===== src/logic/wbc_pkg.sv =====
package wbc_pkg;

  // ----------------------------------------------------------------
  // characters
  // ----------------------------------------------------------------
  localparam logic [7:0] CH_HASH  = 8'h23;
  localparam logic [7:0] CH_A     = 8'h41;
  localparam logic [7:0] CH_L     = 8'h4C;
  localparam logic [7:0] CH_I     = 8'h49;
  localparam logic [7:0] CH_COMMA = 8'h2C;
  localparam logic [7:0] CH_CR    = 8'h0D;
  localparam logic [7:0] CH_LF    = 8'h0A;
  localparam logic [7:0] CH_D0    = 8'h30;
  localparam logic [7:0] CH_D9    = 8'h39;
  localparam logic [7:0] BYTE_ZERO = 8'h00;

  // ----------------------------------------------------------------
  // limits and sizes
  // ----------------------------------------------------------------
  localparam logic [16:0] BYTE_MAX = 17'h0_00FF;
  localparam logic [16:0] WORD_MAX = 17'h0_FFFF;
  localparam logic [16:0] NUM_SAT  = 17'h1_FFFF;
  localparam logic [20:0] NUM_BASE = 21'h00_000A;
  localparam logic [15:0] BUF_LEN  = 16'h7D00;
  localparam logic [15:0] IVL_ONE  = 16'h0001;
  localparam logic [15:0] DESC_VAL_MAX = 16'h7FFF;
  localparam int          DESC_DEPTH = 16;
  localparam int          TIME_DEPTH = 8;
  localparam logic [16:0] DESC_N = 17'(DESC_DEPTH);
  localparam logic [16:0] TIME_N = 17'(TIME_DEPTH);
  localparam logic [7:0]  SYN_INV_HDR = 8'h0B;
  localparam logic [1:0]  PH_DESC = 2'h0;
  localparam logic [1:0]  PH_DATA = 2'h1;
  localparam logic [1:0]  PH_TIME = 2'h2;

  // ----------------------------------------------------------------
  // types
  // ----------------------------------------------------------------
  typedef enum logic [2:0] {
    K_NONE = 3'h0, K_DESC = 3'h1, K_DATA = 3'h2, K_TIME = 3'h3, K_ALL = 3'h4
  } wbc_kind_t;

  typedef enum logic [8:0] {
    S_IDLE  = 9'h001, S_HASH   = 9'h002, S_ASC  = 9'h004,
    S_BCNT  = 9'h008, S_BVAL   = 9'h010, S_TRAIL = 9'h020,
    S_ENDCHK = 9'h040, S_FILL  = 9'h080, S_PURGE = 9'h100
  } wbc_state_t;

  typedef logic [15:0] wbc_word_t;
  typedef wbc_word_t [DESC_DEPTH-1:0] wbc_desc_t;
  typedef wbc_word_t [TIME_DEPTH-1:0] wbc_time_t;

  typedef struct packed {
    logic       valid;
    logic [7:0] data;
  } wbc_byte_t;

  typedef struct packed {
    logic      valid;
    wbc_kind_t kind;
    logic [15:0] intval;
    logic        cnt_given;
    logic [15:0] cnt;
    logic [15:0] addr;
  } wbc_wcmd_t;

  typedef struct packed {
    logic      valid;
    logic [15:0] addr;
    wbc_word_t   data;
  } wbc_bwr_t;

  typedef struct packed {
    logic adapted;
    logic bad_blk;
    logic syn_err;
    logic cmd_abort;
    logic desc_commit;
    logic time_commit;
  } wbc_evt_t;

  typedef struct packed {
    logic [15:0] ivl;
    logic [15:0] addr;
    logic [15:0] req;
    logic        adapted;
  } wbc_prm_t;

  // ----------------------------------------------------------------
  // helpers
  // ----------------------------------------------------------------
  function automatic wbc_kind_t wbc_tgt(input wbc_kind_t k, input logic [1:0] ph);
    if (k != K_ALL)
      return k;
    return (ph == PH_DESC) ? K_DESC : ((ph == PH_DATA) ? K_DATA : K_TIME);
  endfunction

endpackage


===== src/logic/wbc_stage.sv =====
`timescale 1ns/1ps
module wbc_stage
  import wbc_pkg::*;
(
  // clock and reset
  input  wire logic       clk,
  input  wire logic       rst,
  // staging write
  input  wire logic       wr,
  input  wire logic [3:0] idx,
  input  wire wbc_word_t  val,
  // commits
  input  wire logic       commit_desc,
  input  wire logic       commit_time,
  // stored contents
  output wbc_desc_t       desc_q,
  output wbc_time_t       time_q
);

  typedef struct packed {
    wbc_desc_t stg;
    wbc_desc_t dsc;
    wbc_time_t tim;
  } wbc_stg_t;

  wbc_stg_t s_reg;
  wbc_stg_t s_next;

  // ----------------------------------------------------------------
  // staging and commit
  // ----------------------------------------------------------------
  // stored copies change only on commit, so a rejected block leaves no trace
  always_comb
  begin
    s_next = s_reg;
    if (wr)
      s_next.stg[idx] = val;
    if (commit_desc)
      s_next.dsc = s_reg.stg;
    if (commit_time)
      for (int i = 0; i < TIME_DEPTH; i++)
        s_next.tim[i] = s_reg.stg[i];
  end

  always_ff @(posedge clk)
  begin
    if (rst)
      s_reg <= '0;
    else
      s_reg <= s_next;
  end

  assign desc_q = s_reg.dsc;
  assign time_q = s_reg.tim;

endmodule // wbc_stage


===== config.mk =====
export PLATFORM = sky130hd
export DESIGN_NAME = wbc_stage
export DESIGN_NICKNAME = d
export VERILOG_FILES = /design/src/logic/wbc_pkg.sv /design/src/logic/wbc_stage.sv
export SDC_FILE = /design/constraint.sdc
export NUM_CORES = 1
export LEC_CHECK = 0
export BUFFER_PORTS_ARGS = -buffer_cell sky130_fd_sc_hd__buf_2
export CORE_MARGIN = 4
export CORE_UTILIZATION = 57
export CTS_BUF_LIST = sky130_fd_sc_hd__clkbuf_16
export CTS_CLUSTER_SIZE = 12
export DETAILED_ROUTE_END_ITERATION = 8
export HOLD_SLACK_MARGIN = 0.08
export MAX_ROUTING_LAYER = met4
export PLACE_DENSITY = 0.84
export SYNTH_ARGS = -nofsm -noshare
export SYNTH_HDL_FRONTEND = slang
export SYNTH_SLANG_ARGS = --single-unit
export TNS_END_PERCENT = 100

===== constraint.sdc =====
create_clock -name clk -period 1.6 [get_ports clk]
set_input_delay 0.24 -clock clk [delete_from_list [all_inputs] [get_ports clk]]
set_output_delay 0.24 -clock clk [all_outputs]
set_load 0.005 [all_outputs]

Yosys cells after proc, flatten, opt, wreduce, memory -nomap -nowiden. Cells that the tools add are included.

Logic and storage cells: 46. Bits of input ports: 25. Output and inout port bits: 384. Register bits: 640.

Reductions and logical operators: 1. $lt $le $gt $ge: 2. Muxes and demuxes: 3.

Operators with widths (number): 256-bit bitwise mux (1); 16-bit demux with 4-bit select (1); 16-bit 2-to-1 mux (1); 4-bit by 5-bit less-than comparator with 1-bit output, second input constant (1); 4-bit by 1-bit >= comparator with 1-bit output, second input constant (1); 1-bit logical AND (1).

Depth between registers and ports, before layout. Gate-level depths: netlist of run 1.

Depth after elaboration: 5. Gate-level depth with buffers: 6. Gate-level depth less buffers: 3.

Worst setup path before layout of run 1. No wires, ideal clock.

Path kind: input-to-reg. Start point: in idx[1]. End point: reg s_reg[421] in the netlist's numbering. Buffers on the path: 3. Required time: 1.468 ns. Setup time: 0.132 ns. Setup slack: 0.342 ns. Stages: 6. Arrival time: 1.125 ns. Cells stage by stage: buf_4 > nor2b_1 > clkbuf_4 > nand2_4 > buf_6 > mux2i_1.

Longest elaborated chain between the ends: 5. Elaborated cells between the ends (all ways): 6. Those cells by class: 2 x order compare; 3 x mux; 1 x reduce/logical.

RTL lines: from (decl) (RTL line wbc_stage.sv:10) `input wire logic [3:0] idx,`; 4-bit by 5-bit less-than comparator with 1-bit output (not written as such) / 4-bit by 1-bit >= comparator with 1-bit output (equally long branches) (RTL line wbc_stage.sv:37) `s_next.stg[idx] = val;`; 1-bit logical AND (not written as such) (RTL line wbc_stage.sv:37); 16-bit 2-to-1 mux (not written as such) (RTL line wbc_stage.sv:37); 16-bit demux with 4-bit select * (RTL line wbc_stage.sv:37); 256-bit bitwise mux * (RTL line wbc_stage.sv:37); to (signal assigned) (RTL line wbc_stage.sv:50) `s_reg <= s_next;`; to (decl) (RTL line wbc_stage.sv:26) `wbc_stg_t s_reg;`.

Mark *: on every way between the ends. The rest lies on a longest branch, timed or not. A chain may end at the register's enable or synchronous reset.

==> metrics.csv, run 1 <==
metric,value,unit
final setup TNS,0,ps
GP Congestion,0.828,
max-slew violation count,0,
"slowest stage delay, CP",560,ps
Die X,223,µm
hold crit path type,in -> reg,
dpl hpwl,42000,µm
latest clock arrival within the worst-skew pair,570,ps
YS warnings,0,
outcome,finished clean,
total core area,45600,µm²
Clock Root Buffer,clkbuf_16,
Pleak,14.6,nW
Port Buf Inserts,408,
worst path arrival time,1920,ps
Synth area leaders,"dfxtp_1, mux2i_1, buf_4",
"CTS clk-pin slew, worst paths",60,ps
# DRC,0,
H-tree depth,3,
"Req. time, crit path",2030,ps
period utilisation layout,93.3,%
Max Clk Rate,0.670,GHz
die height,223,µm
RR Endpoint,s_reg[477]$_SDFFE_PP0P_,
Max Root-Sink Buffers,3,
max_cap viols,0,
"Buf+Inv Stages, Crit Path",3,
end of the critical path,s_reg[613]$_SDFFE_PP0P_,
critical path type,in -> reg,
top cell family by delay on the critical path,buffers and inverters,
CP startpoint kind,primary input,
post-layout util,62.4,%
Num CTS Buffers,66,
first-pass GRT wire length,96600,µm
clock sinks,640,
DR iter-0 viols,941,
Initial Utilization,57.8,%
critical path cell sequence,dlygate4sd3_1 -> buf_8 -> buf_4 -> nand2b_1 -> mux2i_1,
synthesized cell area,26300,µm²
Post-Synthesis Cells,2516,
share of layout cells above drive strength 1,23.1,%
fin nets,2546,
Rel. slew slack,61.9,%
Yosys top cell area share,48.6,%
WP depth,5,
Final Setup Violations,0,
Final ANT Viol Nets,0,
initial antenna violation count,1,
Synth cell types,20,
die area,49700,µm²
asr flop ratio synth,0,%
CTS tree,yes,
vias in the first global route,16800,
io pins,409,
Yosys reg bits,640,
gr ovfl total,0,
Final Hold Viols,0,
top_reg_cell synth,dfxtp_1,
Worst-Margin Slew,572,ps
post-synthesis net count,2541,
critical path's slowest cell,dlygate4sd3_1,
TritonRoute pass-1 iters,5,
internal power,24.8,mW
RSZ-0062 raised after global routing,false,
clock power share,43.7,%
Tot GR Track Use,24.9,%
Synth area leader,dfxtp_1,
largest net degree at the start of global routing,72,
Via Count,16500,
min Tclk post-route,1490,ps
Reg power frac,50.9,%
Worst R2R Setup Slack,840,ps
WL per Instance,19.8,µm
pwr dens,1120,nW/µm²
r2r worst-path depth,2,
Post-synth top cells,"dfxtp_1, mux2i_1, buf_4",
CP Max Fanout,63,
Final Skew,19.2,ps
Layout area overhead,7.89,%
FP Rows,78,
final wirelength,62400,µm
sequential-to-total area share from yosys stat,48.6,%
crit path launch,rst,
Post-synth EDFFs,0,
peak supply drop,750,µV
DR vias/cell,5.25,
reg-to-reg startpoint,s_reg[477]$_SDFFE_PP0P_,
NetSw,6.98,mW
switching power share of the total,22.0,%
Logic pwr share,5.3,%
Synth Area per Inst,10.5,µm²
Setup crit end kind,flip-flop,
cell type report:
class,count,area (µm²)
Fill cell,3492,17200
Sequential cell,640,12800
Multi-Input combinational cell,1321,9800
Timing Repair Buffer,492,3160
Clock buffer,69,1730
Tap cell,600,751
Clock inverter,27,165
Antenna cell,1,2.50
how the worst min path moves through the flow:
stage	from	slack (ps)	depth (start not counted)	end
2_1_floorplan	s_reg[559]$_SDFFE_PP0P_	450	2	s_reg[559]$_SDFFE_PP0P_
3_3_place_gp	s_reg[614]$_SDFFE_PP0P_	460	2	s_reg[614]$_SDFFE_PP0P_
3_5_place_dp	s_reg[515]$_SDFFE_PP0P_	470	2	s_reg[515]$_SDFFE_PP0P_
4_1_cts	commit_desc	110	4	desc_q[155]$_SDFFE_PP0P_
5_1_grt	commit_desc	140	4	desc_q[155]$_SDFFE_PP0P_
6_report	commit_desc	140	4	desc_q[155]$_SDFFE_PP0P_
metrics by stage:
step	instances	power (mW)	setup WS, ps	cell area (µm²)	hold slack [ps]
3_5_place_dp	3052	18.2	43.9	26500	467
4_1_cts	3149	32.0	135	28400	114
5_1_grt	3150	32.8	41.4	28400	139
3_3_place_gp	3052	18.2	76.3	26500	459
6_report	3150	31.8	106	28400	138
2_1_floorplan	2516	17.6	342	26300	452
power by group through the flow:
stage	Sequential (mW)	Clock, mW	Combinational [mW]
final	16.2	13.9	1.69
after global routing	16.2	14.8	1.78
after CTS	16.2	14.1	1.69
after detailed placement	16.5	0	1.68
after global placement	16.5	0	1.65
after floorplan	16.5	0	1.15
worst reg2reg max path, delay by kind of cell, from the launching register on:
kind	cells	cell delay, ps
mux	1	180
flops	1	400
simple gates	1	90
cells in the final DEF (no fill, tap or decap), types with 4 or more instances in the layout:
| cell type | n |
|---|---|
| clkbuf_16 | 69 |
| buf_2 | 405 |
| inv_1 | 11 |
| buf_12 | 37 |
| nand2_2 | 7 |
| dfxtp_1 | 640 |
| buf_4 | 46 |
| nand3_4 | 4 |
| nand2b_1 | 265 |
| nor2_1 | 384 |
| nand2b_2 | 7 |
| clkinv_1 | 11 |
| mux2i_1 | 640 |
| nand2_4 | 4 |
what timing repair did:
| action | 4_1_cts | 5_1_grt |
|---|---|---|
| hold buffers | 1 | 0 |
| buffers inserted | 0 | 0 |
| resized for setup | 0 | 0 |
| hold endpoints to repair | 13 | 0 |
cell families (layout without fill, tap and decap cells):
family	Yosys count	count (layout)	synth area share, %
buffers and inverters	555	588	14.2
DFF	640	640	48.6
muxes	640	640	24.3
other	0	1	0
and+or+nand+nor	681	681	12.8
layer usage:
| metal | vias up | part of all wire, % | global-route usage [%] |
|---|---|---|---|
| met1 | 8105 | 44 | 32.7 |
| met5 | - | 0 | - |
| met4 | 0 | 2.5 | 7.52 |
| li1 | 7795 | - | - |
| met3 | 100 | 5.7 | 4.01 |
| met2 | 525 | 47 | 40.0 |
No activity file was read; power rests on OpenSTA's default activity.
==> run 2, diff against run 1 <==
CELL_PAD_IN_SITES_DETAIL_PLACEMENT = 1   (was default)
CELL_PAD_IN_SITES_GLOBAL_PLACEMENT = 1   (was default)
CORE_UTILIZATION = 44   (was 57)
PLACE_DENSITY = 0.83   (was 0.84)
==> metrics.csv, run 2 (synthesis results as in run 1) <==
metric,value,unit
Layout area overhead,10.5,%
die height,253,µm
final setup TNS,0,ps
Final Setup Violations,0,
dpl hpwl,48400,µm
max-slew violation count,0,
gr ovfl total,0,
latest clock arrival within the worst-skew pair,590,ps
Reg power frac,48.9,%
Via Count,16800,
Final Hold Viols,0,
critical path cell sequence,buf_2,
Die X,253,µm
"commonest non-fill, non-tap cells in the layout","mux2i_1, dfxtp_1, buf_2",
clock power share,45.7,%
internal power,25.6,mW
met3 wire len,3710,µm
Rel. slew slack,64.3,%
largest net degree at the start of global routing,71,
Num CTS Buffers,69,
pwr dens,1140,nW/µm²
Max Clk Rate,0.716,GHz
worst path arrival time,1160,ps
hold crit path type,in -> reg,
RR Endpoint,s_reg[464]$_SDFFE_PP0P_,
Initial Utilization,44.6,%
DRT met1 WL,31900,µm
WHS Path Cells,4,
Worst-Margin Slew,535,ps
min Tclk post-route,1400,ps
FP Rows,89,
io pins,409,
GP Congestion,0.786,
RSZ-0062 raised after global routing,false,
final wirelength,71500,µm
top layer in use,met4,
Max Root-Sink Buffers,3,
"Req. time, crit path",1360,ps
die area,63900,µm²
Worst R2R Setup Slack,810,ps
Port Buf Inserts,408,
WL per Instance,21.3,µm
NetSw,7.48,mW
TritonRoute pass-1 iters,5,
CP startpoint kind,flip-flop,
critical path's slowest cell,dfxtp_1,
H-tree depth,3,
r2r worst-path depth,2,
reg-to-reg startpoint,s_reg[464]$_SDFFE_PP0P_,
Hold Path Origin,val[6],
share of layout cells above drive strength 1,24.3,%
Final ANT Viol Nets,0,
DP Cell Count,3244,
Layout fillers,6416,
Routed met2 length,34000,µm
Logic pwr share,5.4,%
switching power share of the total,22.6,%
clock sinks,640,
CP Max Fanout,2,
# DRC,0,
"CTS clk-pin slew, worst paths",60,ps
critical path type,reg -> out,
Final Skew,19.6,ps
"Buf+Inv Stages, Crit Path",1,
CTS tree,yes,
DR vias/cell,5.00,
Clock Root Buffer,clkbuf_16,
"slowest stage delay, CP",420,ps
DR iter-0 viols,883,
initial antenna violation count,4,
top cell family by delay on the critical path,flip-flops,
Pleak,14.8,nW
Setup crit end kind,output port,
period utilisation layout,87.3,%
vias in the first global route,18000,
Tot GR Track Use,22.3,%
total core area,59100,µm²
first-pass GRT wire length,108000,µm
hold endpoint,s_reg[422]$_SDFFE_PP0P_,
max_cap viols,0,
peak supply drop,602,µV
fin nets,2569,
"non-filler cells, final",3364,
outcome,finished clean,
[run 2: changes by cell type in the layout (fill, tap and decap cells not counted), sizes merged]
cell,before,now
bufinv,2,4
clkinv,12,19
buf,491,510
diode,1,3
clkbuf,69,72
inv,13,20
dlygate4sd3,1,2
[run 2: how the worst max path moves through the flow]
stage / start / endpoint / slack, ps / cells after the start
floorplan: idx[1] / s_reg[421]$_SDFFE_PP0P_ / 340 / 6
global placement: idx[0] / s_reg[486]$_SDFFE_PP0P_ / 190 / 6
detailed placement: idx[3] / s_reg[386]$_SDFFE_PP0P_ / 120 / 4
CTS: desc_q[235]$_SDFFE_PP0P_ / desc_q[235] / 180 / 1
global route: desc_q[34]$_SDFFE_PP0P_ / desc_q[34] / 170 / 1
finish: desc_q[199]$_SDFFE_PP0P_ / desc_q[199] / 200 / 1
[run 2: metrics by stage]
| stage | area (µm²) | util (%) | setup slack [ps] | hold slack [ps] | power [mW] |
|---|---|---|---|---|---|
| 2_1_floorplan | 26300 | - | 342 | 452 | 17.6 |
| 3_3_place_gp | 27000 | 45.6 | 186 | 460 | 18.3 |
| 3_5_place_dp | 27000 | 45.6 | 121 | 469 | 18.3 |
| 4_1_cts | 29100 | 49.2 | 180 | 85.4 | 33.5 |
| 5_1_grt | 29100 | 49.2 | 167 | 132 | 34.2 |
| 6_report | 29100 | 49.2 | 203 | 138 | 33.1 |
[run 2: worst reg2reg max path: stages (launching register included)]
cell	delay, ps
dfxtp_1	440
nand2b_1	110
mux2i_1	160
[run 2: cell type report]
cell class / instances / area [µm²] / area share [%]
clock buffer: 72 / 1800 / 6.19
timing repair buffer: 512 / 3390 / 11.7
clock inverter: 43 / 308 / 1.06
tap: 773 / 967 / 3.32
antenna: 3 / 7.51 / 0.0258
multi-input combinational: 1321 / 9820 / 33.7
sequential: 640 / 12800 / 44.0
[run 2: metal layers]
layer / track usage [%] / vias to the layer above
met5: - / -
met2: 36.5 / 444
li1: - / 7840
met1: 28.2 / 8409
met4: 7.06 / 0
met3: 4.10 / 127
[run 2: timing repair]
| action | in CTS | in global routing |
|---|---|---|
| gates resized for setup | 0 | 0 |
| hold buffers | 2 | 0 |
| endpoints found under the hold margin | 12 | 0 |
| endpoints found under the setup margin | 0 | 0 |
| buffers inserted | 0 | 0 |
[run 2: power by group through the flow]
| stage | logic [mW] | registers (mW) | clock network [mW] |
|---|---|---|---|
| 2_1_floorplan | 1.15 | 16.5 | 0 |
| 3_3_place_gp | 1.73 | 16.5 | 0 |
| 3_5_place_dp | 1.77 | 16.5 | 0 |
| 4_1_cts | 1.79 | 16.2 | 15.5 |
| 5_1_grt | 1.88 | 16.2 | 16.2 |
| 6_report | 1.78 | 16.2 | 15.1 |
